[src/iwr_pkg.sv]
// constants and carrier types of the interrupt, wake-up and reset-cause block
// assumes a single instruction clock shared by core, block and watchdog
package iwr_pkg;

  // ----------------------------------------------------------------------
  // widths
  // ----------------------------------------------------------------------
  localparam int IWR_PORT_W = 8;
  localparam int IWR_NSRC = 3;
  localparam int IWR_ADDR_W = 10;

  // ----------------------------------------------------------------------
  // flag and mask bit positions
  // ----------------------------------------------------------------------
  localparam int IWR_BIT_TICK = 0;
  localparam int IWR_BIT_CHG = 1;
  localparam int IWR_BIT_EXT = 2;

  // ----------------------------------------------------------------------
  // vectors
  // ----------------------------------------------------------------------
  localparam logic [IWR_ADDR_W-1:0] IWR_VEC_IRQ = 10'h008;
  localparam logic [IWR_ADDR_W-1:0] IWR_VEC_SOFT = 10'h001;

  // ----------------------------------------------------------------------
  // reset values and ext pin select mask
  // ----------------------------------------------------------------------
  localparam logic [IWR_NSRC-1:0] IWR_FLAG_RST = 3'h0;
  localparam logic [IWR_NSRC-1:0] IWR_MASK_RST = 3'h0;
  localparam logic IWR_TO_RST = 1'b1;
  localparam logic IWR_PD_RST = 1'b1;
  localparam logic [IWR_PORT_W-1:0] IWR_PORT_RST = 8'h00;
  localparam logic [IWR_PORT_W-1:0] IWR_EXT_PIN_SEL = 8'h01;

  // ----------------------------------------------------------------------
  // carriers
  // ----------------------------------------------------------------------
  typedef struct packed {
    logic wdt_clear;
    logic power_down;
    logic irq_on;
    logic irq_off;
    logic return_from_irq_op;
    logic soft_irq;
  } iwr_ops_t;

  typedef struct packed {
    logic valid;
    logic [IWR_ADDR_W-1:0] addr;
  } iwr_vec_t;

endpackage

[src/iwr_sync.sv]
// two flip-flop synchroniser for a group of pin levels
// assumes pins are asynchronous to i_clk
`timescale 1ns/100ps
module iwr_sync #(
  parameter int W = 1,
  parameter logic [W-1:0] RST_VAL = '1
) (
  // clock and reset
  input wire logic i_clk,
  input wire logic i_reset_n,
  // pins in, levels out
  input wire logic [W-1:0] i_async,
  output logic [W-1:0] o_sync
);

  logic [W-1:0] meta_reg;

  always_ff @(posedge i_clk or negedge i_reset_n) begin
    if (!i_reset_n) begin
      meta_reg <= RST_VAL;
      o_sync <= RST_VAL;
    end else begin
      meta_reg <= i_async;
      o_sync <= meta_reg;
    end
  end

endmodule

[src/iwr_irq_wake_reset.sv]
// interrupt flags, mask, global enable, vectoring, sleep wake-up and
// time-out / power-down reset-cause flags
// assumes core ops arrive as one-cycle pulses on i_clk; port and clear pin
// are asynchronous pins; watchdog time-out is a one-cycle pulse on i_clk
//
// What this block does
// - reset on power-on, clear pin pulse, watchdog
// - clear pin while running keeps both flags
// - clear pin wakes sleep: timeout 1, powerdown 0
// - watchdog while running: timeout 0, powerdown kept
// - watchdog wakes sleep: both flags 0
// - port change wakes sleep: timeout 1, powerdown 0
// - flag effects of power-on, clear op, sleep op
// - three sources: tick overflow, port change, pin falling edge
// - outputs and selected pin bit0 excluded
// - change wakes only if enabled before sleep
// - wake continues, or vectors 008H if enabled
// - per-source flag bits and per-source mask bits
// - enable op sets, disable op clears global
// - enabled interrupt fetches from 008H
// - non-change flags set regardless of masks
// - flag read returns flags AND mask
// - return op sets global enable like enable op
// - enabled software interrupt fetches from 001H
`timescale 1ns/100ps
module iwr_irq_wake_reset (
  // clock and power-on reset
  input wire logic i_clk,
  input wire logic i_reset_n,
  // pins
  input wire logic i_clear_pin_n,
  input wire logic [iwr_pkg::IWR_PORT_W-1:0] i_port,
  // port configuration
  input wire logic [iwr_pkg::IWR_PORT_W-1:0] i_port_is_out,
  input wire logic i_ext_pin_sel,
  input wire logic i_port_read,
  // event sources
  input wire logic i_tick_overflow,
  input wire logic i_wdt_timeout,
  // core ops
  input wire iwr_pkg::iwr_ops_t i_ops,
  // flag and mask register writes
  input wire logic i_flag_wr,
  input wire logic [iwr_pkg::IWR_NSRC-1:0] i_flag_wdata,
  input wire logic i_mask_wr,
  input wire logic [iwr_pkg::IWR_NSRC-1:0] i_mask_wdata,
  // status
  output logic [iwr_pkg::IWR_NSRC-1:0] o_flag_rdata,
  output logic [iwr_pkg::IWR_NSRC-1:0] o_mask,
  output logic o_global_en,
  output logic o_timeout_flag,
  output logic o_power_down_flag,
  output logic o_sleeping,
  // to core
  output iwr_pkg::iwr_vec_t o_vector,
  output logic o_resume,
  output logic o_core_reset
);
  import iwr_pkg::*;

  // ----------------------------------------------------------------------
  // pin synchronisers
  // ----------------------------------------------------------------------
  logic [IWR_PORT_W:0] pins_s;
  logic [IWR_PORT_W-1:0] port_s;
  logic clr_s;

  iwr_sync #(
    .W(IWR_PORT_W + 1),
    .RST_VAL({1'b1, IWR_PORT_RST})
  ) u_sync (
    .i_clk(i_clk),
    .i_reset_n(i_reset_n),
    .i_async({i_clear_pin_n, i_port}),
    .o_sync(pins_s)
  );

  assign port_s = pins_s[IWR_PORT_W-1:0];
  assign clr_s = pins_s[IWR_PORT_W];

  // ----------------------------------------------------------------------
  // state
  // ----------------------------------------------------------------------
  logic clr_low_reg;
  logic ext_prev_reg;
  logic [IWR_PORT_W-1:0] cmp_reg;
  logic [IWR_NSRC-1:0] flag_reg;
  logic [IWR_NSRC-1:0] flag_next;
  logic [IWR_NSRC-1:0] mask_reg;
  logic [IWR_NSRC-1:0] mask_next;
  logic gie_reg;
  logic sleep_reg;
  logic wake_en_reg;
  logic to_reg;
  logic pd_reg;

  // ----------------------------------------------------------------------
  // event decode
  // ----------------------------------------------------------------------
  logic clr_evt;
  logic soft_rst;
  logic [IWR_PORT_W-1:0] elig;
  logic chg;
  logic ext_fall;
  logic [IWR_NSRC-1:0] set_vec;
  logic pending;
  logic wake;
  logic vec_take;
  logic soft_take;

  assign clr_evt = clr_low_reg & clr_s;
  assign soft_rst = clr_evt | i_wdt_timeout;
  assign elig = ~i_port_is_out & ~(i_ext_pin_sel ? IWR_EXT_PIN_SEL
                                                 : IWR_PORT_RST);
  assign chg = |((port_s ^ cmp_reg) & elig);
  assign ext_fall = i_ext_pin_sel & ext_prev_reg & ~port_s[0];

  always_comb begin
    set_vec = IWR_FLAG_RST;
    set_vec[IWR_BIT_TICK] = i_tick_overflow;
    set_vec[IWR_BIT_CHG] = chg & mask_reg[IWR_BIT_CHG];
    set_vec[IWR_BIT_EXT] = ext_fall;
  end

  assign pending = |(flag_reg & mask_reg);
  assign wake = sleep_reg & chg & wake_en_reg;
  assign vec_take = gie_reg & pending & ~sleep_reg & ~soft_rst;
  assign soft_take = gie_reg & i_ops.soft_irq & ~pending & ~sleep_reg
                     & ~soft_rst;

  // ----------------------------------------------------------------------
  // clear pin pulse and ext pin edge tracking
  // ----------------------------------------------------------------------
  always_ff @(posedge i_clk or negedge i_reset_n) begin
    if (!i_reset_n) begin
      clr_low_reg <= 1'b0;
    end else begin
      clr_low_reg <= ~clr_s;
    end
  end

  always_ff @(posedge i_clk or negedge i_reset_n) begin
    if (!i_reset_n) begin
      ext_prev_reg <= 1'b0;
    end else begin
      ext_prev_reg <= port_s[0];
    end
  end

  // comparison value follows a port read
  always_ff @(posedge i_clk or negedge i_reset_n) begin
    if (!i_reset_n) begin
      cmp_reg <= IWR_PORT_RST;
    end else if (i_port_read) begin
      cmp_reg <= port_s;
    end
  end

  // ----------------------------------------------------------------------
  // flags and mask
  // ----------------------------------------------------------------------
  always_comb begin
    flag_next = i_flag_wr ? i_flag_wdata : flag_reg;
    flag_next = flag_next | set_vec;
    if (soft_rst) begin
      flag_next = IWR_FLAG_RST;
    end
    mask_next = i_mask_wr ? i_mask_wdata : mask_reg;
    if (soft_rst) begin
      mask_next = IWR_MASK_RST;
    end
  end

  always_ff @(posedge i_clk or negedge i_reset_n) begin
    if (!i_reset_n) begin
      flag_reg <= IWR_FLAG_RST;
    end else begin
      flag_reg <= flag_next;
    end
  end

  always_ff @(posedge i_clk or negedge i_reset_n) begin
    if (!i_reset_n) begin
      mask_reg <= IWR_MASK_RST;
    end else begin
      mask_reg <= mask_next;
    end
  end

  // ----------------------------------------------------------------------
  // global enable
  // ----------------------------------------------------------------------
  always_ff @(posedge i_clk or negedge i_reset_n) begin
    if (!i_reset_n) begin
      gie_reg <= 1'b0;
    end else if (soft_rst || vec_take || soft_take) begin
      gie_reg <= 1'b0;
    end else if (i_ops.irq_on || i_ops.return_from_irq_op) begin
      gie_reg <= 1'b1;
    end else if (i_ops.irq_off) begin
      gie_reg <= 1'b0;
    end
  end

  // ----------------------------------------------------------------------
  // sleep and wake enable
  // ----------------------------------------------------------------------
  always_ff @(posedge i_clk or negedge i_reset_n) begin
    if (!i_reset_n) begin
      sleep_reg <= 1'b0;
    end else if (soft_rst || wake) begin
      sleep_reg <= 1'b0;
    end else if (i_ops.power_down) begin
      sleep_reg <= 1'b1;
    end
  end

  always_ff @(posedge i_clk or negedge i_reset_n) begin
    if (!i_reset_n) begin
      wake_en_reg <= 1'b0;
    end else if (i_ops.power_down && !sleep_reg) begin
      wake_en_reg <= mask_reg[IWR_BIT_CHG];
    end
  end

  // ----------------------------------------------------------------------
  // time-out and power-down flags
  // ----------------------------------------------------------------------
  always_ff @(posedge i_clk or negedge i_reset_n) begin
    if (!i_reset_n) begin
      to_reg <= IWR_TO_RST;
      pd_reg <= IWR_PD_RST;
    end else if (i_wdt_timeout) begin
      to_reg <= 1'b0;
      if (sleep_reg) begin
        pd_reg <= 1'b0;
      end
    end else if (clr_evt) begin
      if (sleep_reg) begin
        to_reg <= 1'b1;
        pd_reg <= 1'b0;
      end
    end else if (wake) begin
      to_reg <= 1'b1;
      pd_reg <= 1'b0;
    end else if (i_ops.wdt_clear) begin
      to_reg <= 1'b1;
      pd_reg <= 1'b1;
    end else if (i_ops.power_down) begin
      to_reg <= 1'b1;
      pd_reg <= 1'b0;
    end
  end

  // ----------------------------------------------------------------------
  // outputs
  // ----------------------------------------------------------------------
  always_ff @(posedge i_clk or negedge i_reset_n) begin
    if (!i_reset_n) begin
      o_vector <= '0;
    end else begin
      o_vector.valid <= vec_take | soft_take;
      o_vector.addr <= soft_take ? IWR_VEC_SOFT : IWR_VEC_IRQ;
    end
  end

  always_ff @(posedge i_clk or negedge i_reset_n) begin
    if (!i_reset_n) begin
      o_resume <= 1'b0;
    end else begin
      o_resume <= wake & ~gie_reg & ~soft_rst;
    end
  end

  always_ff @(posedge i_clk or negedge i_reset_n) begin
    if (!i_reset_n) begin
      o_core_reset <= 1'b1;
    end else begin
      o_core_reset <= ~clr_s | soft_rst;
    end
  end

  always_ff @(posedge i_clk or negedge i_reset_n) begin
    if (!i_reset_n) begin
      o_flag_rdata <= IWR_FLAG_RST;
      o_mask <= IWR_MASK_RST;
    end else begin
      o_flag_rdata <= flag_next & mask_next;
      o_mask <= mask_next;
    end
  end

  always_ff @(posedge i_clk or negedge i_reset_n) begin
    if (!i_reset_n) begin
      o_global_en <= 1'b0;
      o_timeout_flag <= IWR_TO_RST;
      o_power_down_flag <= IWR_PD_RST;
      o_sleeping <= 1'b0;
    end else begin
      o_global_en <= gie_reg;
      o_timeout_flag <= to_reg;
      o_power_down_flag <= pd_reg;
      o_sleeping <= sleep_reg;
    end
  end

  // ----------------------------------------------------------------------
  // checks
  // ----------------------------------------------------------------------
  property p_clr_run_keeps;
    @(posedge i_clk) disable iff (!i_reset_n)
    (clr_evt && !sleep_reg && !i_wdt_timeout) |=>
      (to_reg == $past(to_reg) && pd_reg == $past(pd_reg));
  endproperty
  a_clr_run_keeps: assert property (p_clr_run_keeps)
    else $error("clear pin while running changed reset-cause flags");

  property p_clr_sleep;
    @(posedge i_clk) disable iff (!i_reset_n)
    (clr_evt && sleep_reg && !i_wdt_timeout) |=> (to_reg && !pd_reg);
  endproperty
  a_clr_sleep: assert property (p_clr_sleep)
    else $error("clear pin wake did not give timeout 1 powerdown 0");

  property p_wdt_run;
    @(posedge i_clk) disable iff (!i_reset_n)
    (i_wdt_timeout && !sleep_reg) |=> (!to_reg && pd_reg == $past(pd_reg));
  endproperty
  a_wdt_run: assert property (p_wdt_run)
    else $error("watchdog while running set wrong flags");

  property p_wdt_sleep;
    @(posedge i_clk) disable iff (!i_reset_n)
    (i_wdt_timeout && sleep_reg) |=> (!to_reg && !pd_reg);
  endproperty
  a_wdt_sleep: assert property (p_wdt_sleep)
    else $error("watchdog wake did not clear both flags");

  property p_chg_wake;
    @(posedge i_clk) disable iff (!i_reset_n)
    (wake && !soft_rst) |=> (to_reg && !pd_reg && !sleep_reg);
  endproperty
  a_chg_wake: assert property (p_chg_wake)
    else $error("port change wake flags or sleep state wrong");

  property p_sleep_op;
    @(posedge i_clk) disable iff (!i_reset_n)
    (i_ops.power_down && !soft_rst && !wake && !i_ops.wdt_clear) |=>
      (to_reg && !pd_reg && sleep_reg);
  endproperty
  a_sleep_op: assert property (p_sleep_op)
    else $error("sleep op did not give timeout 1 powerdown 0");

  property p_no_wake_unarmed;
    @(posedge i_clk) disable iff (!i_reset_n)
    (sleep_reg && !wake_en_reg && !soft_rst) |=> sleep_reg;
  endproperty
  a_no_wake_unarmed: assert property (p_no_wake_unarmed)
    else $error("woke on port change without prior enable");

  property p_resume_path;
    @(posedge i_clk) disable iff (!i_reset_n)
    (wake && !soft_rst) |=> (o_resume != $past(gie_reg));
  endproperty
  a_resume_path: assert property (p_resume_path)
    else $error("wake took wrong path for global enable state");

  property p_vector_irq;
    @(posedge i_clk) disable iff (!i_reset_n)
    vec_take |=> (o_vector.valid && o_vector.addr == 10'h008 && !gie_reg);
  endproperty
  a_vector_irq: assert property (p_vector_irq)
    else $error("interrupt did not vector to 008H and drop enable");

  property p_vector_soft;
    @(posedge i_clk) disable iff (!i_reset_n)
    soft_take |=> (o_vector.valid && o_vector.addr == 10'h001);
  endproperty
  a_vector_soft: assert property (p_vector_soft)
    else $error("software interrupt did not vector to 001H");

  property p_tick_sets;
    @(posedge i_clk) disable iff (!i_reset_n)
    (i_tick_overflow && !soft_rst) |=> flag_reg[IWR_BIT_TICK];
  endproperty
  a_tick_sets: assert property (p_tick_sets)
    else $error("tick overflow flag not set regardless of masks");

  property p_read_and;
    @(posedge i_clk) disable iff (!i_reset_n)
    ##1 (o_flag_rdata == (flag_reg & mask_reg));
  endproperty
  a_read_and: assert property (p_read_and)
    else $error("flag read is not flags AND mask");

  property p_return_from_irq_op_enables;
    @(posedge i_clk) disable iff (!i_reset_n)
    (i_ops.return_from_irq_op && !soft_rst && !vec_take && !soft_take) |=> gie_reg;
  endproperty
  a_return_from_irq_op_enables: assert property (p_return_from_irq_op_enables)
    else $error("return op did not set global enable");

  property p_off_disables;
    @(posedge i_clk) disable iff (!i_reset_n)
    (i_ops.irq_off && !i_ops.irq_on && !i_ops.return_from_irq_op) |=> !gie_reg;
  endproperty
  a_off_disables: assert property (p_off_disables)
    else $error("disable op left global enable on");

endmodule

[config.mk]
export PLATFORM = sky130hd
export DESIGN_NAME = iwr_irq_wake_reset
export DESIGN_NICKNAME = d
export VERILOG_FILES = /design/src/iwr_pkg.sv /design/src/iwr_sync.sv /design/src/iwr_irq_wake_reset.sv
export SDC_FILE = /design/constraint.sdc
export NUM_CORES = 1
export LEC_CHECK = 0
export ABC_AREA = 1
export BUFFER_PORTS_ARGS = -buffer_cell sky130_fd_sc_hd__buf_2
export CAP_MARGIN = 5
export CORE_ASPECT_RATIO = 1.25
export CORE_MARGIN = 2
export CORE_UTILIZATION = 45
export DETAILED_ROUTE_END_ITERATION = 8
export GPL_TIMING_DRIVEN = 0
export PLACE_DENSITY = 0.74
export SLEW_MARGIN = 20
export SYNTH_ARGS = -nofsm -noshare
export SYNTH_HDL_FRONTEND = slang
export SYNTH_HIERARCHICAL = 1
export SYNTH_SLANG_ARGS = --single-unit
[constraint.sdc]
create_clock -name i_clk -period 1.05 [get_ports i_clk]
set_input_delay 0.0525 -clock i_clk [delete_from_list [all_inputs] [get_ports i_clk]]
set_output_delay 0.0525 -clock i_clk [all_outputs]
set_load 0.005 [all_outputs]
==> results of run 1 <==
[power breakdown]
group	switching, mW	leakage, nW	internal [mW]
clock	0.597	0.0612	0.771
sequential	0.0570	0.616	2.11
combinational	0.256	0.792	0.255
[stage by stage]
step                      cell area (sq um)  hold slack (ps)  TNS [ps]  setup WS, ps
after floorplan                        2030             -243      -194         -38.5
after global placement                 2360              157     -1030          -125
after detailed placement               2360              159     -1230          -156
after CTS                              2690           -0.756      -889          -150
after global routing                   2740             20.5     -1960          -264
final                                  2740             24.3      -917          -135
[tightest hold or removal path, cell delays in order]
cell     delay, ps
buf_2           70
inv_1           60
nand3_1         80
nand2_1         50
[worst max path at each step]
stage	endpoint	depth (start not counted)	start	slack, ps
CTS	to_reg$_DFFE_PN1P_	11	u_sync/o_sync[3]$_DFF_PN0_	-150
global route	to_reg$_DFFE_PN1P_	11	u_sync/o_sync[3]$_DFF_PN0_	-260
finish	o_flag_rdata[1]$_DFF_PN0_	8	u_sync/o_sync[0]$_DFF_PN0_	-140
global placement	to_reg$_DFFE_PN1P_	11	u_sync/o_sync[0]$_DFF_PN0_	-130
floorplan	flag_reg[1]$_DFF_PN0_	8	u_sync/o_sync[0]$_DFF_PN0_	-40
detailed placement	o_flag_rdata[1]$_DFF_PN0_	8	u_sync/o_sync[0]$_DFF_PN0_	-160
[repair_timing]
action	in CTS	in global routing
endpoints found under the setup margin	16	14
hold buffers	14	1
endpoints found under the hold margin	16	44
setup buffers	8	3
resized for setup	3	5
cloned	1	0
pin swaps	3	2
[Yosys cell counts (all sizes together)]
library cell and n:
o21ai 9, dfstp 7, nor2 10, nand3b 3, a211oi 2, dfrtp 44
nand4 1, nor4 2, nor3 2, conb 1, clkbuf 1, a31oi 2
buf 9, o211a 1, nand3 12, mux2 2, a21oi 5, inv 35
nand2 48
[kinds of logic after synthesis]
kind of cell | Yosys count
buffers and inverters | 45
AOI/OAI and AO/OA | 19
DFF | 51
other | 1
muxes | 2
and+or+nand+nor | 78
[final cells by class]
type                            count  area (sq um)  share of cell area (%)
Multi-Input combinational cell    107           561                    20.4
Clock buffer                        6          82.6                    3.01
Buffer                             10          75.1                    2.74
Timing Repair Buffer               78           502                    18.3
Tap cell                           58          72.6                    2.64
Clock inverter                      2          35.0                    1.28
Inverter                           35           131                    4.79
Sequential cell                    51          1280                    46.8
[routing by layer]
layer  vias to the layer above  GRT usage, %
met5                         -             0
li1                        770             -
met2                        46          29.4
met1                       693          16.8
met4                         0          7.39
met3                         8          4.58
==> flow_summary.json, run 1 <==
{
  "min_path_type": "input port to flop",
  "clkLatencyLatePin_ps": 300,
  "viasPerCell": 4.37,
  "synth-seq-cells": 51,
  "synth_adder_area_share_pct": 0,
  "r2r.worst_path.cells": 8,
  "critPathKind": "flop to flop",
  "p_leak_nw": 1.47,
  "crit_path_end_kind": "flop",
  "r2r_slack_ps": -140,
  "timing.final.hold_violations": 0,
  "wl_per_cell_microns": 10.5,
  "crit_path_top_delay_cell": "dfrtp_1",
  "fp.dieH_microns": 78.5,
  "path_buf_inv": 1,
  "worstSetupStartpointType": "flop",
  "irDropWorstVdd_uv": 1120,
  "die-area_sq_mm": 0.00499,
  "instances_no_fill": 347,
  "synth-simple-area-share_pct": 18.5,
  "synth.top_cells.by_area": "dfrtp_1, dfstp_2, nand2_1, inv_1, buf_4",
  "fin_worst_skew_ps": 8.12,
  "cts_max_level": 2,
  "yosysTopAreaCellShare_pct": 55.1,
  "fin_util_pct": 63.5,
  "ys_seq_area_share_pct": 64.3,
  "layout_commonest_cell": "buf_2",
  "ys_types": 26,
  "top_level_ports": 60,
  "vias": 1517,
  "dr.pass1.iters": 4,
  "cts_sinks": 51,
  "grt_usage_pct": 16.1,
  "synth_mux_area_share_pct": 1.13,
  "route.met3.wl_microns": 208,
  "path_delay_family": "simple AND/OR/NAND/NOR gates",
  "drtIter0Drc": 89,
  "wirelength_microns": 3640,
  "grt-ovfl-total": 0,
  "synthXorXnorAreaFrac_pct": 0,
  "fill_cells": 352,
  "antenna_found_initial": 0,
  "layout_setup_ws_ps": -135,
  "first_global_vias": 1547,
  "crit_chain": "inv_1, nand2_1, nand3_1, nand2_1, nor2_2, nand2_2, a21oi_1, nor2_1",
  "clock_path_buffers": 2,
  "core_sq_mm": 0.00432,
  "total_power_mw": 4.04,
  "drcViolationCount": 0,
  "tritoncts": "done",
  "finalCriticalPeriod_ps": 1190,
  "hold_end": "to_reg$_DFFE_PN1P_",
  "power_density_mw_per_mm2": 1470,
  "cts-root-buf": "clkbuf_8",
  "synth_top_family_by_area": "simple AND/OR/NAND/NOR gates",
  "yosysWarnings": 6,
  "cts_made_buffers": 5,
  "synth_compound_area_share_pct": 5.76,
  "cp_slowest_stage_delay_ps": 400,
  "required_ps": 1240,
  "hold_start": "i_wdt_timeout",
  "syn-cell-area_sq_mm": 0.00200,
  "route.met2.wl_microns": 1930,
  "syn_to_final_growth_pct": 37.3,
  "max_freq_ghz": 0.844,
  "rsz0062_at_grt": "yes",
  "floorplan.initialDensity_pct": 46.2,
  "die_w_microns": 63.6,
  "post_synth.cell_area_avg_sq_um": 10.2,
  "hpwl_microns": 2410,
  "n_antenna_cell": 0,
  "grt_pass1_wl_microns": 6210,
  "dpl.cell_count": 312,
  "antenna_left": 0,
  "tightest_slew_ps": 632,
  "grt_max_degree": 52,
  "rows": 27,
  "drive_above_1_share_pct": 37.4,
  "violations": "setup timing",
  "num-nets-final": 325,
  "finalCritPeriodShare_pct": 113,
  "layout_common_cells": "buf_2, dfrtp_1, nand2_1, inv_1, buf_4",
  "wl_met1_microns": 1420,
  "r2r-end": "o_flag_rdata[1]$_DFF_PN0_",
  "yosysTopAreaCell": "dfrtp_1",
  "dr.max_layer_used": "met4",
  "max_slew_margin_pct": 57.8,
  "path_clk_slew_ps": 90,
  "maxCapViolCount": 0,
  "port_buffers": 51,
  "cp_common_cell": "nand2_1",
  "setup_violations": 13,
  "r2r-start": "u_sync/o_sync[0]$_DFF_PN0_",
  "status": "complete, but fails checks",
  "critPathArrivalTime_ps": 1380,
  "syn-instance-count": 196,
  "cp_max_fo": 3,
  "place_congestion": 0.743,
  "hold-path-cell-count": 4,
  "slew_violations": 0
}
Note: power is estimated with default switching activity, not from simulation.
==> inputs of run 2 (changes only) <==
--- a/config.mk
+++ b/config.mk
@@ -8,14 +8,15 @@
 export ABC_AREA = 1
 export BUFFER_PORTS_ARGS = -buffer_cell sky130_fd_sc_hd__buf_2
 export CAP_MARGIN = 5
+export CELL_PAD_IN_SITES_DETAIL_PLACEMENT = 0
+export CELL_PAD_IN_SITES_GLOBAL_PLACEMENT = 1
 export CORE_ASPECT_RATIO = 1.25
-export CORE_MARGIN = 2
-export CORE_UTILIZATION = 45
+export CORE_MARGIN = 8
+export CORE_UTILIZATION = 34
 export DETAILED_ROUTE_END_ITERATION = 8
 export GPL_TIMING_DRIVEN = 0
-export PLACE_DENSITY = 0.74
+export PLACE_DENSITY_LB_ADDON = 0.1
 export SLEW_MARGIN = 20
 export SYNTH_ARGS = -nofsm -noshare
 export SYNTH_HDL_FRONTEND = slang
-export SYNTH_HIERARCHICAL = 1
 export SYNTH_SLANG_ARGS = --single-unit
==> flow_summary.json, run 2 <==
{
  "power_density_mw_per_mm2": 1520,
  "path_clk_slew_ps": 90,
  "fin_util_pct": 49.1,
  "cts_max_level": 2,
  "pwr-share-clk_pct": 37.0,
  "critPathArrivalTime_ps": 1470,
  "layout_setup_ws_ps": -170,
  "first_global_vias": 1552,
  "drtIter0Drc": 45,
  "slew_violations": 0,
  "critPathKind": "flop to flop",
  "vias": 1501,
  "antenna_found_initial": 1,
  "synth_edf_count": 0,
  "r2r-start": "u_sync.o_sync[5]$_DFF_PN0_",
  "cts_sinks": 51,
  "p_sw_mw": 0.972,
  "ys.flop_type": "dfrtp_1",
  "finalCritPeriodShare_pct": 116,
  "num-nets-final": 323,
  "grt-ovfl-total": 0,
  "ys_seq_area_share_pct": 64.3,
  "grt_pass1_wl_microns": 7190,
  "grt_usage_pct": 10.6,
  "die_w_microns": 84.6,
  "maxCapViolCount": 0,
  "dpl.cell_count": 320,
  "min_path_type": "input port to flop",
  "pwr-share-comb_pct": 12.6,
  "layout_common_cells": "buf_2, dfrtp_1, nand2_1, inv_1, buf_4",
  "fin_worst_skew_ps": 6.20,
  "cts-root-buf": "clkbuf_8",
  "max_slew_margin_pct": 58.0,
  "clkLatencyLatePin_ps": 300,
  "status": "complete, but fails checks",
  "syn-instance-count": 196,
  "antenna_left": 0,
  "syn_to_final_growth_pct": 41.1,
  "synth.top_cells.by_area": "dfrtp_1, dfstp_2, nand2_1, inv_1, buf_4",
  "crit_chain": "inv_1, nand2_1, nand3b_1, nand2_1, nor2_2, nand2_2, nand2_4, nand2_2, nand2_1, nand2_1, nand2_1",
  "grt_max_degree": 52,
  "top_level_ports": 60,
  "cp_common_cell": "nand2_1",
  "rsz0062_at_grt": "yes",
  "rows": 31,
  "fp.dieH_microns": 102,
  "yosysTopAreaCell": "dfrtp_1",
  "cp_slowest_stage_delay_ps": 400,
  "instances_no_fill": 353,
  "violations": "setup timing",
  "r2r-end": "to_reg$_DFFE_PN1P_",
  "yosysWarnings": 0,
  "crit_path_top_delay_cell": "dfrtp_1",
  "core_sq_mm": 0.00574,
  "n_antenna_cell": 0,
  "cp_max_fo": 5,
  "post_synth.cell_area_avg_sq_um": 10.2,
  "irDropWorstVdd_uv": 587,
  "placed_area_sq_mm": 0.00237,
  "max_freq_ghz": 0.820,
  "async_flop_share_pct": 100,
  "hpwl_microns": 3090,
  "cts_made_buffers": 5,
  "cp-endpoint": "to_reg$_DFFE_PN1P_",
  "worstSetupStartpointType": "flop",
  "p_sw_share_pct": 22.6,
  "clock_path_buffers": 2,
  "floorplan.initialDensity_pct": 34.8,
  "critPathLaunch": "u_sync.o_sync[5]$_DFF_PN0_",
  "drcViolationCount": 0,
  "stdcell_area_sq_mm": 0.00282,
  "drive_above_1_share_pct": 41.1,
  "place_congestion": 0.692,
  "timing.final.hold_violations": 0,
  "r2r.worst_path.cells": 11,
  "crit_path_end_kind": "flop",
  "port_buffers": 51,
  "ys_types": 26,
  "wl_per_cell_microns": 12.5,
  "internal-power_mw": 3.32,
  "dp_slack_ps": -158,
  "required_ps": 1300,
  "r2r_slack_ps": -170,
  "syn-cell-area_sq_mm": 0.00200,
  "viasPerCell": 4.25,
  "tightest_slew_ps": 630,
  "layout_commonest_cell": "buf_2",
  "wirelength_microns": 4410,
  "p_seq_share_pct": 50.5,
  "setup_violations": 14,
  "synthTopCellsByCount": "dfrtp_1, nand2_1, inv_1",
  "synth-seq-cells": 51,
  "finalCriticalPeriod_ps": 1220,
  "p_leak_nw": 1.48,
  "dr.pass1.iters": 2,
  "die-area_sq_mm": 0.00860,
  "yosysTopAreaCellShare_pct": 55.1,
  "tritoncts": "done"
}
-- run 2: worst max-delay path: cells and delay by family (launching register included) --
kind          cells  cell delay (ps)
simple gates     10              710
buf+inv           1               60
flops             1              400
-- run 2: logic make-up after synthesis --
kind of cell	Yosys count	share of synthesized area (%)
flip-flops	51	64.3
AND/OR/NAND/NOR	78	18.5
multiplexers	2	1.13
AO/OA/AOI/OAI	19	5.76
other	1	0.188
buffers and inverters	45	10.1
-- run 2: power groups by stage --
stage                     logic, mW  clock network [mW]  registers, mW
final                         0.540                1.59           2.17
after CTS                     0.498                1.65           2.17
after detailed placement      0.424                   0           2.21
after global placement        0.420                   0           2.21
after global routing          0.610                1.72           2.19
after floorplan               0.228                   0           2.20
-- run 2: cell type report --
class | count | area (sq um)
Fill cell | 551 | 2920
Sequential cell | 51 | 1280
Multi-Input combinational cell | 107 | 603
Timing Repair Buffer | 76 | 499
Inverter | 35 | 134
Tap cell | 66 | 82.6
Buffer | 10 | 78.8
Clock buffer | 5 | 68.8
Clock inverter | 3 | 67.6
-- run 2: worst min-delay path by stage --
stage	depth (start not counted)	from	end
2_1_floorplan	0	i_reset_n	clr_low_reg$_DFF_PN0_
3_3_place_gp	1	i_clear_pin_n	u_sync.meta_reg[8]$_DFF_PN1_
3_5_place_dp	1	i_reset_n	u_sync.o_sync[5]$_DFF_PN0_
4_1_cts	4	i_wdt_timeout	to_reg$_DFFE_PN1P_
5_1_grt	3	i_mask_wdata[1]	o_mask[1]$_DFF_PN0_
6_report	3	i_flag_wdata[0]	flag_reg[0]$_DFF_PN0_
-- run 2: repair_timing --
item / 4_1_cts / 5_1_grt
gates resized for setup: 4 / 19
setup endpoints to repair: 17 / 18
hold endpoints to repair: 57 / 0
pin swaps: 1 / 11
hold buffers: 13 / 0
buffers inserted: 6 / 5
gates cloned: 0 / 1
-- run 2: metal layers --
| metal | GRT usage, % | routed length, microns | vias to the layer above |
|---|---|---|---|
| met5 | 0 | 13 | - |
| met4 | 4.95 | 65 | 2 |
| met3 | 3.73 | 253 | 9 |
| met2 | 18.6 | 2270 | 31 |
| met1 | 11.3 | 1810 | 692 |
| li1 | - | - | 767 |
-- run 2: stage by stage --
| stage | hold WS, ps | TNS (ps) | total power [mW] |
|---|---|---|---|
| after floorplan | -243 | -194 | 2.43 |
| after global placement | 159 | -3980 | 2.63 |
| after detailed placement | 126 | -1590 | 2.63 |
| after CTS | 1.09 | -1600 | 4.32 |
| after global routing | 5.59 | -2260 | 4.51 |
| final | 14.1 | -1190 | 4.29 |
==> inputs of run 3 (changes only) <==
--- a/config.mk
+++ b/config.mk
@@ -15,7 +15,7 @@
 export CORE_UTILIZATION = 34
 export DETAILED_ROUTE_END_ITERATION = 8
 export GPL_TIMING_DRIVEN = 0
-export PLACE_DENSITY_LB_ADDON = 0.1
+export PLACE_DENSITY_LB_ADDON = 0.25
 export SLEW_MARGIN = 20
 export SYNTH_ARGS = -nofsm -noshare
 export SYNTH_HDL_FRONTEND = slang
==> flow_summary.json, run 3 (same netlist as run 2, synthesis figures left out) <==
{
  "dr.pass1.iters": 4,
  "cts_made_buffers": 5,
  "fin_worst_skew_ps": 9.64,
  "grt_pass1_wl_microns": 6890,
  "use_met1_pct": 11.1,
  "hold_start": "i_mask_wdata[1]",
  "hold_end": "o_mask[1]$_DFF_PN0_",
  "drcViolationCount": 0,
  "setup_violations": 15,
  "port_buffers": 51,
  "power_density_mw_per_mm2": 1440,
  "n_antenna_cell": 0,
  "instances_no_fill": 352,
  "vias": 1497,
  "grt_max_degree": 52,
  "irDropWorstVdd_uv": 966,
  "crit_path_end_kind": "flop",
  "drtIter0Drc": 34,
  "layout_setup_ws_ps": -198,
  "cts-root-buf": "clkbuf_8",
  "layout_commonest_cell": "buf_2",
  "tightest_slew_ps": 629,
  "rsz0062_at_grt": "yes",
  "cts_sinks": 51,
  "min_path_type": "input port to flop",
  "clock_path_buffers": 2,
  "place_congestion": 0.674,
  "die-area_sq_mm": 0.00860,
  "cp_max_fo": 5,
  "layout_common_cells": "buf_2, dfrtp_1, nand2_1, inv_1, buf_4",
  "drive_above_1_share_pct": 39.9,
  "fp.dieH_microns": 102,
  "finalCriticalPeriod_ps": 1250,
  "use_met2_pct": 17.3,
  "syn_to_final_growth_pct": 38.0,
  "dpl.cell_count": 320,
  "r2r_slack_ps": -200,
  "path_clk_slew_ps": 90,
  "p_leak_nw": 1.46,
  "slew_violations": 0,
  "use_met3_pct": 4.14,
  "critPathArrivalTime_ps": 1480,
  "cts_max_level": 2,
  "hold-path-cell-count": 3,
  "core_sq_mm": 0.00574,
  "status": "complete, but fails checks",
  "antenna_found_initial": 0,
  "r2r-end": "to_reg$_DFFE_PN1P_",
  "total_power_mw": 3.98,
  "r2r.worst_path.cells": 11,
  "die_w_microns": 84.6,
  "fin_setup_tns_ps": -1290,
  "first_global_vias": 1585,
  "max_slew_margin_pct": 58.1,
  "num-nets-final": 323,
  "clkLatencyLatePin_ps": 290,
  "antenna_left": 0,
  "required_ps": 1280,
  "worstSetupStartpointType": "flop",
  "viasPerCell": 4.25,
  "grt-ovfl-total": 0,
  "wl_per_cell_microns": 11.9,
  "floorplan.initialDensity_pct": 34.8,
  "timing.final.hold_violations": 0,
  "max_freq_ghz": 0.801,
  "finalCritPeriodShare_pct": 119,
  "hpwl_microns": 2950,
  "top_level_ports": 60,
  "grt.busiest_layer": "met2",
  "wirelength_microns": 4180,
  "grt_usage_pct": 10.1,
  "r2r-start": "cmp_reg[5]$_DFFE_PN0P_",
  "maxCapViolCount": 0,
  "critPathKind": "flop to flop",
  "tritoncts": "done",
  "violations": "setup timing",
  "fin_util_pct": 48.0,
  "rows": 31
}
run 3: worst max-delay path by stage:
| stage | slack [ps] | startpoint | endpoint |
|---|---|---|---|
| 2_1_floorplan | -40 | u_sync.o_sync[0]$_DFF_PN0_ | flag_reg[1]$_DFF_PN0_ |
| 3_3_place_gp | -150 | u_sync.o_sync[0]$_DFF_PN0_ | to_reg$_DFFE_PN1P_ |
| 3_5_place_dp | -160 | u_sync.o_sync[0]$_DFF_PN0_ | to_reg$_DFFE_PN1P_ |
| 4_1_cts | -190 | u_sync.o_sync[0]$_DFF_PN0_ | to_reg$_DFFE_PN1P_ |
| 5_1_grt | -340 | u_sync.o_sync[5]$_DFF_PN0_ | to_reg$_DFFE_PN1P_ |
| 6_report | -200 | cmp_reg[5]$_DFFE_PN0P_ | to_reg$_DFFE_PN1P_ |
run 3: power breakdown:
part           switching (mW)  leakage, nW  internal (mW)
combinational           0.268        0.788          0.257
sequential             0.0594        0.616           2.11
clock                   0.590       0.0513          0.699
run 3: layout make-up:
type / count / area [sq um]
Fill cell: 559 / 2980
Sequential cell: 51 / 1280
Multi-Input combinational cell: 107 / 602
Timing Repair Buffer: 76 / 479
Inverter: 35 / 131
Tap cell: 66 / 82.6
Buffer: 10 / 75.1
Clock buffer: 6 / 72.6
Clock inverter: 1 / 30.0
run 3: critical path: stages (launching register included):
cell	delay [ps]
dfrtp_1	400
inv_2	60
nand2_1	40
nand3b_1	70
nand2_1	70
nor2_2	120
nand2_2	90
nand2_4	110
nand2_4	50
nand2_2	70
nand2_2	50
nand2_2	50
run 3: metal layers:
layer,wire length [microns],share of wire (%)
met5,0,0
met4,35,0.84
met1,1740,42
met2,2140,51
met3,263,6.3
run 3: stage by stage:
| step | setup WS, ps | instance area, sq um | hold slack [ps] |
|---|---|---|---|
| 6_report | -198 | 2760 | 7.81 |
| 5_1_grt | -339 | 2760 | 13.2 |
| 4_1_cts | -186 | 2690 | 0.0486 |
| 3_5_place_dp | -165 | 2370 | 127 |
| 3_3_place_gp | -152 | 2370 | 157 |
| 2_1_floorplan | -38.5 | 2030 | -243 |
run 3: repair_timing:
item,CTS,global route
pin swaps,2,11
setup endpoints to repair,17,17
cloned,1,0
setup buffers,8,4
hold buffers,12,0
hold endpoints to repair,55,0
resized for setup,7,11
